<file path="config.mk">
export PLATFORM = sky130hd
export DESIGN_NAME = ccrp_top
export DESIGN_NICKNAME = d
export VERILOG_FILES = /design/src/core/ccrp_pkg.sv /design/src/core/ccrp_top.sv
export VERILOG_INCLUDE_DIRS = /design/src /design/src/core
export SDC_FILE = /design/constraint.sdc
export NUM_CORES = 1
export LEC_CHECK = 0
export BUFFER_PORTS_ARGS = -buffer_cell sky130_fd_sc_hd__buf_2
export CELL_PAD_IN_SITES_DETAIL_PLACEMENT = 1
export CELL_PAD_IN_SITES_GLOBAL_PLACEMENT = 1
export CORE_ASPECT_RATIO = 0.8
export CORE_MARGIN = 2
export CORE_UTILIZATION = 45
export CTS_CLUSTER_SIZE = 24
export DETAILED_ROUTE_END_ITERATION = 8
export PLACE_DENSITY_LB_ADDON = 0.1
export SYNTH_ARGS = -nofsm -noshare
export SYNTH_HDL_FRONTEND = slang
export SYNTH_SLANG_ARGS = --single-unit
</file>
<file path="constraint.sdc">
create_clock -name pclk -period 2.7 [get_ports pclk]
set_input_delay 0.27 -clock pclk [delete_from_list [all_inputs] [get_ports pclk]]
set_output_delay 0.27 -clock pclk [all_outputs]
set_load 0.01 [all_outputs]
</file>
<file path="src/core/ccrp_cfg.svh">
`ifndef CCRP_CFG_SVH
`define CCRP_CFG_SVH
// register byte addresses
`define CCRP_A_SEL          12'h000
`define CCRP_A_REC0_CTL     12'h004
`define CCRP_A_REC1_CTL     12'h008
`define CCRP_A_PWR_AFG      12'h00C
`define CCRP_A_PWR_CNV      12'h010
`define CCRP_A_FMT0         12'h014
`define CCRP_A_FMT1         12'h018
`define CCRP_A_BIND0        12'h01C
`define CCRP_A_BIND1        12'h020
`define CCRP_A_STATUS       12'h024
`define CCRP_A_GATES        12'h028
// power state codes
`define CCRP_D0             2'h0
`define CCRP_D1             2'h1
`define CCRP_D2             2'h2
`define CCRP_D3             2'h3
// reset values
`define CCRP_FMT_RST        16'h0011
`define CCRP_BIND_RST       8'h00
// format fields
`define CCRP_F_TYPE         15
`define CCRP_F_RATE         14
`define CCRP_F_MULT_HI      13
`define CCRP_F_MULT_LO      11
`define CCRP_F_DIV_HI       10
`define CCRP_F_DIV_LO       8
`define CCRP_F_WID_HI       6
`define CCRP_F_WID_LO       4
`define CCRP_F_CH_HI        3
`define CCRP_F_CH_LO        0
`define CCRP_MULT_X1        3'h0
`define CCRP_MULT_X2        3'h1
`define CCRP_MULT_X4        3'h3
`define CCRP_WID_16         3'h1
`define CCRP_WID_24         3'h3
`define CCRP_CH_ONE_STREAM  4'h1
`define CCRP_CH_TWO_STREAM  4'h3
`define CCRP_SLOT_LOW       4'h0
`define CCRP_SLOT_HIGH      4'h2
`define CCRP_GAIN_MAX       4'hF
// resume time: 10 ms at 50 ns per cycle
`define CCRP_RESUME_NS      10000000
`define CCRP_CLK_NS         50
`define CCRP_BCLK_TIMEOUT   8'hFF
`endif

</file>
<file path="src/core/ccrp_pkg.sv">
package ccrp_pkg;
    typedef enum logic [1:0] {
        CCRP_PD0, CCRP_PD1, CCRP_PD2, CCRP_PD3
    } ccrp_pwr_t;

    typedef enum logic {CCRP_RES_IDLE, CCRP_RES_WAIT} ccrp_res_t;

    typedef struct packed {
        logic dig_io;       // spdif io, digital_microphone_input, dacs, adcs, rec gain, clocks
        logic analog_mix;   // boost, mixer, mixer volumes, analog beep, bias
        logic port_func;    // port functions, loop-through
        logic port_amp;     // port amps and references at full drive
        logic amp_low;      // port amps and references in low drive
        logic always_on;    // gpio and digital beep
    } ccrp_gate_t;

    typedef struct packed {
        logic       psel;
        logic       penable;
        logic       pwrite;
        logic [11:0] paddr;
        logic [31:0] pwdata;
    } ccrp_apb_req_t;
endpackage : ccrp_pkg

</file>
<file path="src/core/ccrp_top.sv">
`include "ccrp_cfg.svh"
// Operation
// [RL1] four port selectors, two-bit source choice each, fixed source sets
// [RL2] two record selectors of twelve sources, gain 0..22.5 dB in 1.5 dB
// [RL3] group, each converter and pin-47 node hold settable power states
// [RL4] converters run only while in D0
// [RL5] per-function gating by group power state per function table
// [RL6] in D0 a function runs only if its node state is also D0; only record converters 0,1 check it, nodes 2..5 gate nothing
// [RL7] D1 disables converters, keeps mixing, loop-through and ports
// [RL8] D2 also disables mixer and ports, amps and references stay on
// [RL9] D3 shuts converters, amps and references go to low drive
// [RL10] D3 to D0 resume completes within 10 ms
// [RL11] group power state resets to D3
// [RL12] jack sensing and link only while the bit clock runs
// [RL13] software enters D3 and powers down ports before reference off
// [RL14] converters use distinct nonzero streams or share one stream
// [RL15] digital audio input never joins a record converter stream
// [RL16] shared stream requires equal sample rate and width
// [RL17] lowest channel slot accepts only even values
// [RL18] shared stream only if critical entries match and channels add up
// [RL19] software sets equal streams, slots 0 and 2, channel field 0011
// [RL20] format bit 15 zero for pcm, non-pcm unsupported
// [RL21] format bit 14 selects 48 kHz or 44.1 kHz base
// [RL22] bits 13:11 allow x1, x2, x4 only
// [RL23] width codes 16, 20, 24 bits only; divisor must be one
// [RL24] channel field is count minus one, single channel unsupported
// [RL25] binding holds stream in 7:4 and lowest slot 0 or 2 in 3:0
module ccrp_top (
    input  wire logic                 pclk,          // 20 MHz bus clock
    input  wire logic                 presetn,       // async reset, low
    input  wire ccrp_pkg::ccrp_apb_req_t apb_req,    // apb request group
    output logic                      pready,        // apb ready
    output logic [31:0]               prdata,        // apb read data
    output logic                      pslverr,       // apb error
    input  wire logic                 bit_clk,       // link bit clock
    output ccrp_pkg::ccrp_gate_t      gate,          // power enables
    output logic [7:0]                port_sel,      // four 2-bit selects
    output logic [7:0]                rec_sel,       // two 4-bit selects
    output logic [7:0]                rec_gain,      // two 4-bit gains
    output logic [1:0]                cnv_run,       // record converters on
    output logic [1:0]                stream_valid,  // capture stream made
    output logic                      shared_stream, // four-channel stream
    output logic                      sense_en,      // jack sensing on
    output logic                      link_active    // link interface on
);
    import ccrp_pkg::*;

    localparam int unsigned RESUME_CYC = `CCRP_RESUME_NS / `CCRP_CLK_NS;

    logic [7:0]  sel_ff;
    logic [7:0]  rctl_ff [2];
    ccrp_pwr_t   afg_ff;
    logic [1:0]  cpwr_ff [6];   // 0,1 record; 2..4 playback; 5 pin 47 node
    logic [15:0] fmt_ff  [2];
    logic [7:0]  bind_ff [2];
    logic        res_busy_ff;
    logic [18:0] res_cnt_ff;
    logic        bck_s1_ff, bck_s2_ff, bck_s3_ff;
    logic [7:0]  bck_idle_ff;
    logic        bck_run_ff;

    wire wr = apb_req.psel & apb_req.penable & apb_req.pwrite;
    wire [11:0] a = apb_req.paddr;
    wire [31:0] d = apb_req.pwdata;

    // single-cycle access phase: pready is high in every cycle after reset
    always_ff @(posedge pclk or negedge presetn) begin
        if (!presetn) pready <= 1'b0;
        else          pready <= 1'b1;
    end

    // port selectors, raw two-bit choices
    always_ff @(posedge pclk or negedge presetn) begin
        if (!presetn)                       sel_ff <= 8'h00;
        else if (wr && a == `CCRP_A_SEL)    sel_ff <= d[7:0]; // RL1
    end

    // record selectors: [3:0] source, [7:4] gain in 1.5 dB steps
    genvar g;
    generate
        for (g = 0; g < 2; g++) begin : g_rec
            logic [11:0] ra;
            logic [3:0]  src;
            assign ra  = g ? `CCRP_A_REC1_CTL : `CCRP_A_REC0_CTL;
            // sources 12..15 do not exist; clamp keeps selection legal
            assign src = (d[3:0] > 4'hB) ? 4'hB : d[3:0];
            always_ff @(posedge pclk or negedge presetn) begin
                if (!presetn)             rctl_ff[g] <= 8'h00;
                else if (wr && a == ra)   rctl_ff[g] <= {d[7:4], src}; // RL2
            end

            logic [11:0] fa;
            logic [11:0] ba;
            assign fa = g ? `CCRP_A_FMT1 : `CCRP_A_FMT0;
            assign ba = g ? `CCRP_A_BIND1 : `CCRP_A_BIND0;
            always_ff @(posedge pclk or negedge presetn) begin
                if (!presetn)           fmt_ff[g] <= `CCRP_FMT_RST;
                else if (wr && a == fa) fmt_ff[g] <= d[15:0]; // RL20
            end
            // odd slots are refused: the low bit of the slot is forced to 0
            always_ff @(posedge pclk or negedge presetn) begin
                if (!presetn)           bind_ff[g] <= `CCRP_BIND_RST;
                else if (wr && a == ba) bind_ff[g] <= {d[7:1], 1'b0}; // RL17
            end
        end
    endgenerate

    // group power state, resets to D3
    always_ff @(posedge pclk or negedge presetn) begin
        if (!presetn)
            afg_ff <= CCRP_PD3; // RL11
        else if (wr && a == `CCRP_A_PWR_AFG)
            afg_ff <= ccrp_pwr_t'(d[1:0]); // RL3
    end

    // node power states, two bits each
    generate
        for (g = 0; g < 6; g++) begin : g_node
            always_ff @(posedge pclk or negedge presetn) begin
                if (!presetn)
                    cpwr_ff[g] <= `CCRP_D3;
                else if (wr && a == `CCRP_A_PWR_CNV)
                    cpwr_ff[g] <= d[2*g +: 2]; // RL3
            end
        end
    endgenerate

    // resume timer: digital functions wait for references to settle
    always_ff @(posedge pclk or negedge presetn) begin
        if (!presetn) begin
            res_busy_ff <= 1'b0;
            res_cnt_ff  <= '0;
        end else if (wr && a == `CCRP_A_PWR_AFG && afg_ff == CCRP_PD3
                     && d[1:0] == `CCRP_D0) begin
            res_busy_ff <= 1'b1; // RL10
            res_cnt_ff  <= 19'(RESUME_CYC - 1);
        end else if (res_busy_ff) begin
            if (res_cnt_ff == '0) res_busy_ff <= 1'b0;
            else                  res_cnt_ff  <= res_cnt_ff - 19'd1;
        end
    end

    // bit clock presence; first sync flop feeds only the second
    always_ff @(posedge pclk or negedge presetn) begin
        if (!presetn) begin
            bck_s1_ff <= 1'b0;
            bck_s2_ff <= 1'b0;
            bck_s3_ff <= 1'b0;
        end else begin
            bck_s1_ff <= bit_clk;
            bck_s2_ff <= bck_s1_ff;
            bck_s3_ff <= bck_s2_ff;
        end
    end

    // 400 ns bit clock toggles every 4 cycles; 255 without edge is stopped
    always_ff @(posedge pclk or negedge presetn) begin
        if (!presetn) begin
            bck_idle_ff <= `CCRP_BCLK_TIMEOUT;
            bck_run_ff  <= 1'b0;
        end else if (bck_s2_ff != bck_s3_ff) begin
            bck_idle_ff <= 8'h00;
            bck_run_ff  <= 1'b1;
        end else if (bck_idle_ff != `CCRP_BCLK_TIMEOUT) begin
            bck_idle_ff <= bck_idle_ff + 8'd1;
        end else begin
            bck_run_ff  <= 1'b0;
        end
    end

    // function gating
    ccrp_gate_t nxt_gate;
    always_comb begin
        nxt_gate            = '0;
        nxt_gate.always_on  = 1'b1; // RL5
        case (afg_ff)
            CCRP_PD0: begin
                nxt_gate.dig_io     = ~res_busy_ff; // RL5
                nxt_gate.analog_mix = 1'b1;
                nxt_gate.port_func  = 1'b1;
                nxt_gate.port_amp   = 1'b1;
            end
            CCRP_PD1: begin
                nxt_gate.analog_mix = 1'b1; // RL7
                nxt_gate.port_func  = 1'b1;
                nxt_gate.port_amp   = 1'b1;
            end
            CCRP_PD2: begin
                nxt_gate.port_amp   = 1'b1; // RL8
            end
            default: begin
                nxt_gate.amp_low    = 1'b1; // RL9
            end
        endcase
    end

    // format legality per converter
    logic [1:0] fmt_ok;
    logic [1:0] nxt_run;
    logic [1:0] nxt_valid;
    logic       nxt_shared;
    always_comb begin
        logic [2:0] m;
        logic [2:0] w;
        m       = 3'h0;
        w       = 3'h0;
        fmt_ok  = 2'b00;
        nxt_run = 2'b00;
        for (int i = 0; i < 2; i++) begin
            m = fmt_ff[i][`CCRP_F_MULT_HI:`CCRP_F_MULT_LO];
            w = fmt_ff[i][`CCRP_F_WID_HI:`CCRP_F_WID_LO];
            fmt_ok[i] = !fmt_ff[i][`CCRP_F_TYPE] // RL20
                && (m == `CCRP_MULT_X1 || m == `CCRP_MULT_X2
                    || m == `CCRP_MULT_X4) // RL22
                && w >= `CCRP_WID_16 && w <= `CCRP_WID_24 // RL23
                && fmt_ff[i][`CCRP_F_DIV_HI:`CCRP_F_DIV_LO] == 3'h0; // RL23
            nxt_run[i] = nxt_gate.dig_io && afg_ff == CCRP_PD0 // RL4
                && cpwr_ff[i] == `CCRP_D0; // RL6
        end
    end

    // stream assembly; only record converters can share, digital input never
    wire [3:0] s0 = bind_ff[0][7:4];
    wire [3:0] s1 = bind_ff[1][7:4];
    wire same  = s0 == s1 && s0 != 4'h0; // RL14 RL15
    wire match = fmt_ff[0] == fmt_ff[1]; // RL16 RL21
    always_comb begin
        nxt_shared = 1'b0;
        nxt_valid  = 2'b00;
        if (same) begin
            // both critical entries identical, slots 0/2, count field 0011
            nxt_shared = match && &fmt_ok && &nxt_run // RL18
                && fmt_ff[0][`CCRP_F_CH_HI:`CCRP_F_CH_LO]
                   == `CCRP_CH_TWO_STREAM // RL24
                && ((bind_ff[0][3:0] == `CCRP_SLOT_LOW
                     && bind_ff[1][3:0] == `CCRP_SLOT_HIGH)
                    || (bind_ff[0][3:0] == `CCRP_SLOT_HIGH
                     && bind_ff[1][3:0] == `CCRP_SLOT_LOW)); // RL25
            nxt_valid  = {nxt_shared, nxt_shared};
        end else begin
            for (int i = 0; i < 2; i++)
                nxt_valid[i] = bind_ff[i][7:4] != 4'h0 && fmt_ok[i] // RL14
                    && nxt_run[i]
                    && bind_ff[i][3:0] == `CCRP_SLOT_LOW // RL25
                    && fmt_ff[i][`CCRP_F_CH_HI:`CCRP_F_CH_LO]
                       == `CCRP_CH_ONE_STREAM; // RL24
        end
    end
    // digital audio input is outside this selector set; stereo only

    // registered outputs
    always_ff @(posedge pclk or negedge presetn) begin
        if (!presetn) begin
            gate          <= '0;
            port_sel      <= 8'h00;
            rec_sel       <= 8'h00;
            rec_gain      <= 8'h00;
            cnv_run       <= 2'b00;
            stream_valid  <= 2'b00;
            shared_stream <= 1'b0;
            sense_en      <= 1'b0;
            link_active   <= 1'b0;
        end else begin
            gate          <= nxt_gate;
            port_sel      <= sel_ff; // RL1
            rec_sel       <= {rctl_ff[1][3:0], rctl_ff[0][3:0]}; // RL2
            // record gain only acts while record volume is powered
            rec_gain      <= nxt_gate.dig_io ?
                             {rctl_ff[1][7:4], rctl_ff[0][7:4]} : 8'h00;
            cnv_run       <= nxt_run; // RL4
            stream_valid  <= nxt_valid; // RL18
            shared_stream <= nxt_shared; // RL18
            sense_en      <= bck_run_ff; // RL12
            link_active   <= bck_run_ff; // RL12
        end
    end

    // read mux
    logic [31:0] nxt_rd;
    logic        nxt_err;
    always_comb begin
        nxt_rd  = 32'h0;
        nxt_err = 1'b0;
        if (a == `CCRP_A_SEL)             nxt_rd = {24'h0, sel_ff};
        else if (a == `CCRP_A_REC0_CTL)   nxt_rd = {24'h0, rctl_ff[0]};
        else if (a == `CCRP_A_REC1_CTL)   nxt_rd = {24'h0, rctl_ff[1]};
        else if (a == `CCRP_A_PWR_AFG)    nxt_rd = {30'h0, afg_ff};
        else if (a == `CCRP_A_PWR_CNV)
            nxt_rd = {20'h0, cpwr_ff[5], cpwr_ff[4], cpwr_ff[3],
                      cpwr_ff[2], cpwr_ff[1], cpwr_ff[0]};
        else if (a == `CCRP_A_FMT0)       nxt_rd = {16'h0, fmt_ff[0]};
        else if (a == `CCRP_A_FMT1)       nxt_rd = {16'h0, fmt_ff[1]};
        else if (a == `CCRP_A_BIND0)      nxt_rd = {24'h0, bind_ff[0]};
        else if (a == `CCRP_A_BIND1)      nxt_rd = {24'h0, bind_ff[1]};
        else if (a == `CCRP_A_STATUS)
            nxt_rd = {25'h0, bck_run_ff, res_busy_ff, nxt_shared,
                      nxt_valid, nxt_run};
        else if (a == `CCRP_A_GATES)      nxt_rd = {26'h0, nxt_gate};
        else                              nxt_err = 1'b1;
    end

    // read data registered in the setup cycle, valid in the access phase
    always_ff @(posedge pclk or negedge presetn) begin
        if (!presetn) begin
            prdata  <= 32'h0;
            pslverr <= 1'b0;
        end else begin
            prdata  <= nxt_rd;
            pslverr <= nxt_err & apb_req.psel;
        end
    end
endmodule : ccrp_top

</file>
==> flow_metrics.tcl, run 1 <==
set metrics [dict create \
    status "finished, final reports clean" \
    tns_ps 0 \
    placed_area_um2 8470 \
    stdcell_area_um2 9080 \
    worstMarginPinSlew_ps 745 \
    synthArstFlopShare_pct 100 \
    path_buf_inv 1 \
    skew_ps 9.80 \
    drive_gt1_share_pct 35.3 \
    setup_viol 0 \
    yosys.area_share.simple_pct 13.1 \
    crit_required_ps 2980 \
    drt_iter0_drc 379 \
    crit_slowest_cell "or4_4" \
    syn_to_final_growth_pct 19.2 \
    clkTransAtPathRegs_ps 70 \
    grt_max_degree 82 \
    fp.dieArea_um2 18000 \
    path_cells "or4_4 -> or4_1 -> o31ai_1 -> buf_4 -> nor3_1 -> xnor2_1 -> nand2_1" \
    grt_usage_pct 25.4 \
    rsz0062_at_grt "false" \
    fin_nets 812 \
    yosysTopAreaCell "dfrtp_1" \
    slew_headroom_pct 50.3 \
    die_h_um 120 \
    ys_ff_latch 168 \
    numCtsBuffers 17 \
    worst-setup-path-type "flop to flop" \
    die_w_um 150 \
    clockBufferDepth 2 \
    drt-total-wl_um 21400 \
    synth.top_cells.by_area "dfrtp_1, mux2_2, dfstp_2" \
    cts_tree "built" \
    switching_share_pct 21.8 \
    firstDrtPassIters 4 \
    grt.overflow.total 0 \
    synth_flop_cell "dfrtp_1" \
    report.final.slew_viol_count 0 \
    fin_util_pct 54.9 \
    max_cap_viol_count 0 \
    antenna_cells 0 \
    synth.distinct_cells 64 \
    pwr-share-comb_pct 4.5 \
    drcViolationCount 0 \
    synth_top_family_by_area "multiplexers" \
    routed_via_density 5.66 \
    start_util_pct 46.1 \
    crit_arrival_ps 2820 \
    ir_drop_uv 404 \
    finalHoldViolCount 0 \
    cts_root_buf "clkbuf_16" \
    slowest_delay_ps 560 \
    synthMuxAreaShare_pct 14.6 \
    ys_seq_area_share_pct 55.6 \
    yosysWarnings 0 \
    antenna_found_initial 0 \
    grt_pass1_vias 5961 \
    cp-start-kind "flop" \
    synth_compound_area_share_pct 8.22 \
    p_seq_share_pct 48.5 \
    grt_first_pass_wirelength_um 34300 \
    fillerInstances 1784 \
    hp-class "input port to flop" \
    h-tree-depth 4 \
    num_vias 5622 \
    coreArea_um2 16600 \
    period_share_pct 93.9 \
    netlist_instances 642 \
    rows 42 \
    p_per_area_nw_per_um2 579 \
    synth-edff-count 0 \
    synth.most_common_cell "dfrtp_1" \
    pwr-share-clk_pct 47.0 \
    detail-route-antenna-nets 0 \
    yosys.area.top_type_share_pct 46.6 \
    power.leakage_nw 4.24 \
    crit_family "simple AND/OR/NAND/NOR gates" \
    dp_hpwl_um 15100 \
    gp_congestion 0.954 \
    clkLatencyLatePin_ps 430 \
    synth_xor_area_share_pct 4.37 \
    fmax_mhz 395 \
    routedWlPerCell_um 21.6 \
    intPower_w 0.00411 \
    crit_path_end_kind "flop" \
    cts_num_sinks 168 \
    synth_common_cells "dfrtp_1, mux2_2, nor2_1" \
    avgSynthCellArea_um2 11.9 \
    syn_area_um2 7620 \
    io_buffers 88 \
    switchingPower_w 0.00114 \
    cp_max_fo 4 \
    io_pins 121 \
    cts.repair.resized 0 \
    fin_crit_ps 2530 \
    synthAdderAreaFrac_pct 0.328 \
]
path summary, 6_finish.rpt:
check	depth (start not counted)	startpoint	endpoint	slack, ps
max in group asynchronous	3	presetn	cpwr_ff[1]$_DFFE_PN1P_	1430
worst min-delay path	3	apb_req[12]	fmt_ff[28]$_DFFE_PN0P_	90
worst max-delay path	7	res_cnt_ff[13]$_DFFE_PN0P_	res_cnt_ff[5]$_DFFE_PN0P_	170
min in group asynchronous	2	presetn	gate[0]$_DFF_PN0_	480
worst max register to register	7	res_cnt_ff[13]$_DFFE_PN0P_	res_cnt_ff[5]$_DFFE_PN0P_	170
worst min register to register	0	bck_s1_ff$_DFF_PN0_	bck_s2_ff$_DFF_PN0_	350
worst min-delay path, delay by kind of cell:
family	cells	cell delay, ps
AND/OR/NAND/NOR	1	40
buffers and inverters	1	90
AO/OA/AOI/OAI	1	70
sequential cells by signal, indices dropped and copies added, names as in the netlist, 8 cells and up:
register	count
rec_sel	8
fmt_ff	32
bck_idle_ff	8
prdata	16
rec_gain	8
sel_ff	8
res_cnt_ff	19
rctl_ff	16
bind_ff	14
port_sel	8
cpwr_ff	12
stage by stage:
step	power (W)	std cells	hold slack, ps	setup slack, ps
6_report	0.00526	993	87.5	166
5_1_grt	0.00545	993	89.7	47.8
4_1_cts	0.00531	993	74.3	151
3_5_place_dp	0.00283	959	340	179
3_3_place_gp	0.00282	959	334	214
2_1_floorplan	0.00270	657	-25.6	302
what timing repair did:
action / in CTS / in global routing
endpoints found under the hold margin: 67 / 0
hold buffers: 2 / 0
setup buffers: 0 / 0
layout make-up:
type                            instances  area (µm²)  area share [%]
Clock buffer                           25         475            5.23
Clock inverter                          7         120            1.32
Inverter                               14        52.6           0.578
Multi-Input combinational cell        434        3160            34.8
Sequential cell                       168        4240            46.6
Tap cell                              220         275            3.03
Timing Repair Buffer                  125         767            8.44
power by group through the flow:
| stage | clock network [W] | logic (W) | registers [W] |
|---|---|---|---|
| floorplan | 0 | 0.000105 | 0.00259 |
| global placement | 0 | 0.000227 | 0.00259 |
| detailed placement | 0 | 0.000236 | 0.00259 |
| CTS | 0.00252 | 0.000241 | 0.00255 |
| global route | 0.00264 | 0.000263 | 0.00255 |
| finish | 0.00247 | 0.000239 | 0.00255 |
kinds of logic after synthesis:
group / Yosys count
other: 2
xor gates and xnor gates: 38
and+or+nand+nor: 185
muxes: 97
DFF: 168
buffers and inverters: 55
adders and majority gates: 2
AOI/OAI and AO/OA: 95
cell usage in the layout, fill, tap and decap left out, types with 5 or more instances in the layout:
cell type	n
a21oi_1	25
a22oi_1	10
and2_1	10
buf_2	87
buf_4	32
clkbuf_1	6
clkbuf_16	17
conb_1	17
dfrtp_1	142
dfstp_2	26
inv_1	13
mux2_2	81
mux2i_1	13
nand2_1	36
nand3_1	12
nand4_1	7
nor2_1	53
nor3_1	13
nor4_1	15
o21ai_0	17
o22ai_1	8
or4_1	5
xnor2_1	26
xor2_1	12
layer usage:
layer / global-route usage [%] / part of all wire, % / up-vias
li1: - / - / 2505
met1: 36.4 / 46 / 2933
met2: 39.8 / 47 / 166
met3: 5.09 / 5.0 / 18
met4: 6.49 / 1.1 / 0
met5: 0 / 0 / -
(Power assumes the default switching activity.)
==> inputs of run 2 (changes only) <==
--- a/config.mk
+++ b/config.mk
@@ -10,8 +10,9 @@
 export CELL_PAD_IN_SITES_DETAIL_PLACEMENT = 1
 export CELL_PAD_IN_SITES_GLOBAL_PLACEMENT = 1
 export CORE_ASPECT_RATIO = 0.8
-export CORE_MARGIN = 2
+export CORE_MARGIN = 3
 export CORE_UTILIZATION = 45
+export CTS_BUF_LIST = sky130_fd_sc_hd__clkbuf_2
 export CTS_CLUSTER_SIZE = 24
 export DETAILED_ROUTE_END_ITERATION = 8
 export PLACE_DENSITY_LB_ADDON = 0.1
==> run 2 against run 1 <==
Effect of this change: sequential share of layout area up 0.61 points; total power shrank 20%; global-route usage shrank 1.1 points; flip-flop and latch count did not move; via count rose by 0.30%; register-to-register slack worse by 50 ps; clock skew is 18 ps higher; combinational power is 9.6% higher; largest power group unchanged.
==> flow_metrics.tcl, run 2 (synthesis gave the netlist of run 1 again) <==
set metrics [dict create \
    tns_ps 0 \
    io_buffers 88 \
    fmax_mhz 388 \
    io_pins 121 \
    clockBufferDepth 2 \
    crit_path_end_kind "flop" \
    rows 41 \
    skew_ps 27.6 \
    detail-route-antenna-nets 0 \
    drt_iter0_drc 346 \
    start_util_pct 47.2 \
    clkTransAtPathRegs_ps 240 \
    fp.dieArea_um2 18500 \
    cts_num_sinks 168 \
    crit_slowest_cell "dfrtp_1" \
    antenna_found_initial 0 \
    grt_max_degree 58 \
    crit_required_ps 3360 \
    slew_headroom_pct 55.0 \
    regMostFlops "fmt_ff" \
    finalHoldViolCount 0 \
    path_cells "or3_1 -> inv_1 -> nand4b_1 -> a2111oi_0 -> a31oi_1 -> o211a_1 -> o32ai_1" \
    slowest_delay_ps 500 \
    numCtsBuffers 17 \
    drive_gt1_share_pct 35.4 \
    pwr-share-clk_pct 33.4 \
    routed_via_density 5.57 \
    firstDrtPassIters 5 \
    report.final.slew_viol_count 0 \
    p_seq_share_pct 60.4 \
    final_common_cell "dfrtp_1" \
    h-tree-depth 4 \
    gp_congestion 0.869 \
    cp-start-kind "flop" \
    largest_reg_flops 32 \
    pwr-share-comb_pct 6.2 \
    cts_root_buf "clkbuf_2" \
    grt_pass1_vias 5993 \
    intPower_w 0.00316 \
    worst-setup-path-type "flop to flop" \
    setup_viol 0 \
    p_per_area_nw_per_um2 471 \
    switching_share_pct 25.2 \
    die_w_um 152 \
    ir_drop_uv 310 \
    cts_tree "built" \
    status "finished, final reports clean" \
    power.leakage_nw 4.22 \
    layout_common_cells "dfrtp_1, buf_2, mux2_2" \
    worstMarginPinSlew_ps 672 \
    num_vias 5639 \
    fin_nets 836 \
    clkLatencyLatePin_ps 750 \
    period_share_pct 95.6 \
    largestRegisters "fmt_ff x32, res_cnt_ff x19" \
    antenna_cells 0 \
    syn_to_final_growth_pct 17.6 \
    rsz0062_at_grt "false" \
    cp_max_fo 4 \
    hp-class "input port to flop" \
    fin_crit_ps 2580 \
    coreArea_um2 16200 \
    drcViolationCount 0 \
    switchingPower_w 0.00106 \
    drt-total-wl_um 21300 \
    grt_usage_pct 24.3 \
    routedWlPerCell_um 21.1 \
    dp_hpwl_um 15200 \
    max_cap_viol_count 0 \
    power_w 0.00423 \
    grt_first_pass_wirelength_um 34100 \
    crit_arrival_ps 3240 \
    die_h_um 122 \
    grt.overflow.total 0 \
]
==> run 2: path summary, 6_finish.rpt <==
kind | from | to | depth (start not counted) | slack [ps]
worst max-delay path | res_busy_ff$_DFF_PN0_ | prdata[3]$_DFF_PN0_ | 7 | 120
max in group asynchronous | presetn | cpwr_ff[1]$_DFFE_PN1P_ | 4 | 1560
worst min register to register | bck_s1_ff$_DFF_PN0_ | bck_s2_ff$_DFF_PN0_ | 0 | 380
worst max register to register | res_busy_ff$_DFF_PN0_ | prdata[3]$_DFF_PN0_ | 7 | 120
worst min-delay path | apb_req[43] | prdata[5]$_DFF_PN0_ | 4 | 110
min in group asynchronous | presetn | rec_gain[7]$_DFF_PN0_ | 3 | 480
==> run 2: through the flow <==
step	util, %	hold slack, ps	setup WS (ps)	cell area [µm²]	std cells
2_1_floorplan	-	-25.6	302	7680	657
3_3_place_gp	52.3	282	200	8460	955
3_5_place_dp	52.3	283	132	8460	955
4_1_cts	55.4	3.52	134	8950	1010
5_1_grt	55.5	0.115	28.5	8970	1012
6_report	55.5	106	120	8970	1012
==> run 2: worst max-delay path: cells and delay by family (launching register included) <==
family | cells | cell delay (ps)
AOI/OAI and AO/OA | 4 | 1250
and+or+nand+nor | 2 | 550
DFF | 1 | 500
buffers and inverters | 1 | 180
==> run 2: layer usage <==
| metal | global-route usage, % | routed length (µm) | vias up |
|---|---|---|---|
| met3 | 4.58 | 948 | 21 |
| met2 | 37.4 | 10000 | 140 |
| met5 | 0 | 0 | - |
| li1 | - | - | 2563 |
| met4 | 5.67 | 265 | 0 |
| met1 | 35.8 | 10100 | 2915 |
==> run 2: power by group through the flow <==
stage	Combinational [W]	Clock [W]	Sequential [W]
floorplan	0.000105	0	0.00259
global placement	0.000225	0	0.00259
detailed placement	0.000232	0	0.00259
CTS	0.000262	0.00146	0.00255
global route	0.000291	0.00161	0.00256
finish	0.000262	0.00141	0.00255
==> run 2: layout make-up <==
cell class / instances / area, µm²
well taps: 215 / 269
fillers: 1754 / 7190
repair buffers: 149 / 1000
flip-flops and latches: 168 / 4240
clock buffers: 20 / 100
multi-input cells: 434 / 3160
clock inverters: 12 / 153
inverters: 14 / 52.6
==> run 2: timing repair <==
action	4_1_cts	5_1_grt
hold endpoints to repair	236	1
resized for setup	0	0
buffers inserted	0	1
endpoints found under the setup margin	0	2
hold buffers	23	1
==> inputs of run 3 (changes only) <==
--- a/config.mk
+++ b/config.mk
@@ -6,12 +6,14 @@
 export SDC_FILE = /design/constraint.sdc
 export NUM_CORES = 1
 export LEC_CHECK = 0
+export ABC_AREA = 1
 export BUFFER_PORTS_ARGS = -buffer_cell sky130_fd_sc_hd__buf_2
+export CAP_MARGIN = 5
 export CELL_PAD_IN_SITES_DETAIL_PLACEMENT = 1
 export CELL_PAD_IN_SITES_GLOBAL_PLACEMENT = 1
 export CORE_ASPECT_RATIO = 0.8
 export CORE_MARGIN = 3
-export CORE_UTILIZATION = 45
+export CORE_UTILIZATION = 44
 export CTS_BUF_LIST = sky130_fd_sc_hd__clkbuf_2
 export CTS_CLUSTER_SIZE = 24
 export DETAILED_ROUTE_END_ITERATION = 8
==> run 3 against run 2 <==
Effect of this change: fmax down 3.4%; cell area increased by 1.8%; non-clock buffer count shrank 8; hold slack worse by 13 ps; first-iteration DRC count rose by 12%; synthesized cell count up 46%; critical path type is now input port to flop.
==> flow_metrics.tcl, run 3 <==
set metrics [dict create \
    status "finished, final reports clean" \
    power.leakage_nw 4.48 \
    ir_drop_uv 315 \
    p_per_area_nw_per_um2 466 \
    grt.overflow.total 0 \
    syn_to_final_growth_pct 17.1 \
    clockBufferDepth 2 \
    firstDrtPassIters 5 \
    gp_congestion 0.920 \
    routed_via_density 5.23 \
    die_h_um 125 \
    num_vias 6824 \
    io_pins 121 \
    skew_ps 48.4 \
    yosysWarnings 0 \
    synth_flop_cell "dfrtp_1" \
    grt_pass1_vias 7046 \
    synth_top_family_by_area "simple AND/OR/NAND/NOR gates" \
    io_buffers 88 \
    slew_headroom_pct 30.2 \
    synth.most_common_cell "nand2_1" \
    routedWlPerCell_um 18.2 \
    grt_first_pass_wirelength_um 38300 \
    numCtsBuffers 17 \
    fmax_mhz 375 \
    fin_crit_ps 2670 \
    yosys.area.top_type_share_pct 45.6 \
    clkLatencyLatePin_ps 750 \
    layout_common_cells "nand2_1, dfrtp_1, o21ai_0" \
    cp-start-kind "input port" \
    antenna_found_initial 0 \
    synth_common_cells "nand2_1, dfrtp_1, o21ai_0" \
    coreArea_um2 17000 \
    ys_ff_latch 168 \
    worstMarginPinSlew_ps 1040 \
    power_w 0.00425 \
    tns_ps 0 \
    cts_tree "built" \
    drt_iter0_drc 386 \
    grt_usage_pct 25.1 \
    setup_viol 0 \
    fin_nets 1125 \
    max_cap_viol_count 0 \
    dp_hpwl_um 17000 \
    report.final.slew_viol_count 0 \
    crit_required_ps 3410 \
    cp_max_fo 3 \
    drt-total-wl_um 23700 \
    rows 42 \
    antenna_cells 0 \
    hp-class "input port to flop" \
    crit_path_end_kind "flop" \
    final_common_cell "nand2_1" \
    ys_seq_area_share_pct 54.3 \
    synthMuxAreaShare_pct 0 \
    start_util_pct 45.9 \
    synth-edff-count 0 \
    synth.top_cells.by_area "dfrtp_1, nand2_1, dfstp_2" \
    regMostFlops "fmt_ff" \
    clkTransAtPathRegs_ps 260 \
    avgSynthCellArea_um2 8.31 \
    synthAdderAreaFrac_pct 0.321 \
    cts_num_sinks 168 \
    crit_arrival_ps 3380 \
    largestRegisters "fmt_ff x32, res_cnt_ff x19" \
    detail-route-antenna-nets 0 \
    synthArstFlopShare_pct 100 \
    fp.dieArea_um2 19400 \
    worst-setup-path-type "input port to flop" \
    drive_gt1_share_pct 17.3 \
    yosys.area_share.simple_pct 22.7 \
    die_w_um 155 \
    cts_root_buf "clkbuf_2" \
    synth_compound_area_share_pct 12.3 \
    yosysTopAreaCell "dfrtp_1" \
    drcViolationCount 0 \
    largest_reg_flops 32 \
    grt_max_degree 61 \
    finalHoldViolCount 0 \
    synth_xor_area_share_pct 1.57 \
    period_share_pct 98.9 \
    synth.distinct_cells 45 \
    rsz0062_at_grt "false" \
    h-tree-depth 4 \
    netlist_instances 938 \
    syn_area_um2 7800 \
]
run 3: cell type report:
type / instances / area, µm²
clock buffer: 18 / 90.1
multi-input combinational: 625 / 2950
timing repair buffer: 141 / 955
tap: 220 / 275
clock inverter: 14 / 178
fill: 2129 / 7840
inverter: 120 / 450
sequential: 168 / 4240
run 3: report_power, final:
part	switching [W]	leakage [nW]	total (W)	internal, W
Clock	0.000991	0.155	0.00146	0.000473
Sequential	0.0000119	2.17	0.00256	0.00255
Combinational	0.000154	2.16	0.000228	0.0000743
run 3: critical path, cell delays in order:
cell,delay (ps)
dlygate4sd3_1,550
buf_2,150
nor3_4,210
dlygate4sd3_1,630
nand3_1,110
nor2_2,160
nand2_1,90
dlygate4sd3_1,560
o21ai_0,80
dlygate4sd3_1,570
run 3: worst paths after layout:
path,startpoint,end,cells after the start,slack [ps]
setup / recovery,apb_req[36],afg_ff[1]$_DFFE_PN1P_,10,30
setup reg to reg,res_cnt_ff[0]$_DFFE_PN0P_,res_cnt_ff[11]$_DFFE_PN0P_,17,370
min in group asynchronous,presetn,prdata[9]$_DFF_PN0_,3,540
hold reg to reg,bck_s1_ff$_DFF_PN0_,bck_s2_ff$_DFF_PN0_,0,390
hold / removal,apb_req[44],res_cnt_ff[13]$_DFFE_PN0P_,6,90
max in group asynchronous,presetn,prdata[8]$_DFF_PN0_,4,400
run 3: what timing repair did:
item | 4_1_cts | 5_1_grt
hold buffers | 34 | 0
buffers inserted | 0 | 0
endpoints found under the setup margin | 0 | 1
hold endpoints to repair | 224 | 0
gates resized for setup | 0 | 1
run 3: layer usage:
metal / track usage [%] / part of all wire, %
met5: 0 / 0
met4: 6.59 / 1.9
met3: 4.73 / 5.5
met2: 39.8 / 46
met1: 35.6 / 47
run 3: cells by family (layout without fill, tap and decap cells):
group | after synthesis | after routing
AND/OR/NAND/NOR | 415 | 415
AO/OA/AOI/OAI | 177 | 177
flip-flops | 168 | 168
buffers and inverters | 160 | 293
XOR/XNOR | 14 | 14
adder cells (fa/ha/maj) | 2 | 2
other | 2 | 17
run 3: metrics by stage:
stage	cell area (µm²)	worst slack [ps]	cells	utilization, %	hold slack (ps)
6_report	9130	30.1	1306	53.8	92.8
5_1_grt	9130	45.1	1306	53.8	41.7
4_1_cts	9130	259	1306	53.8	14.5
3_5_place_dp	8520	330	1240	50.2	294
3_3_place_gp	8520	392	1240	50.2	295
2_1_floorplan	7860	801	953	-	-25.6
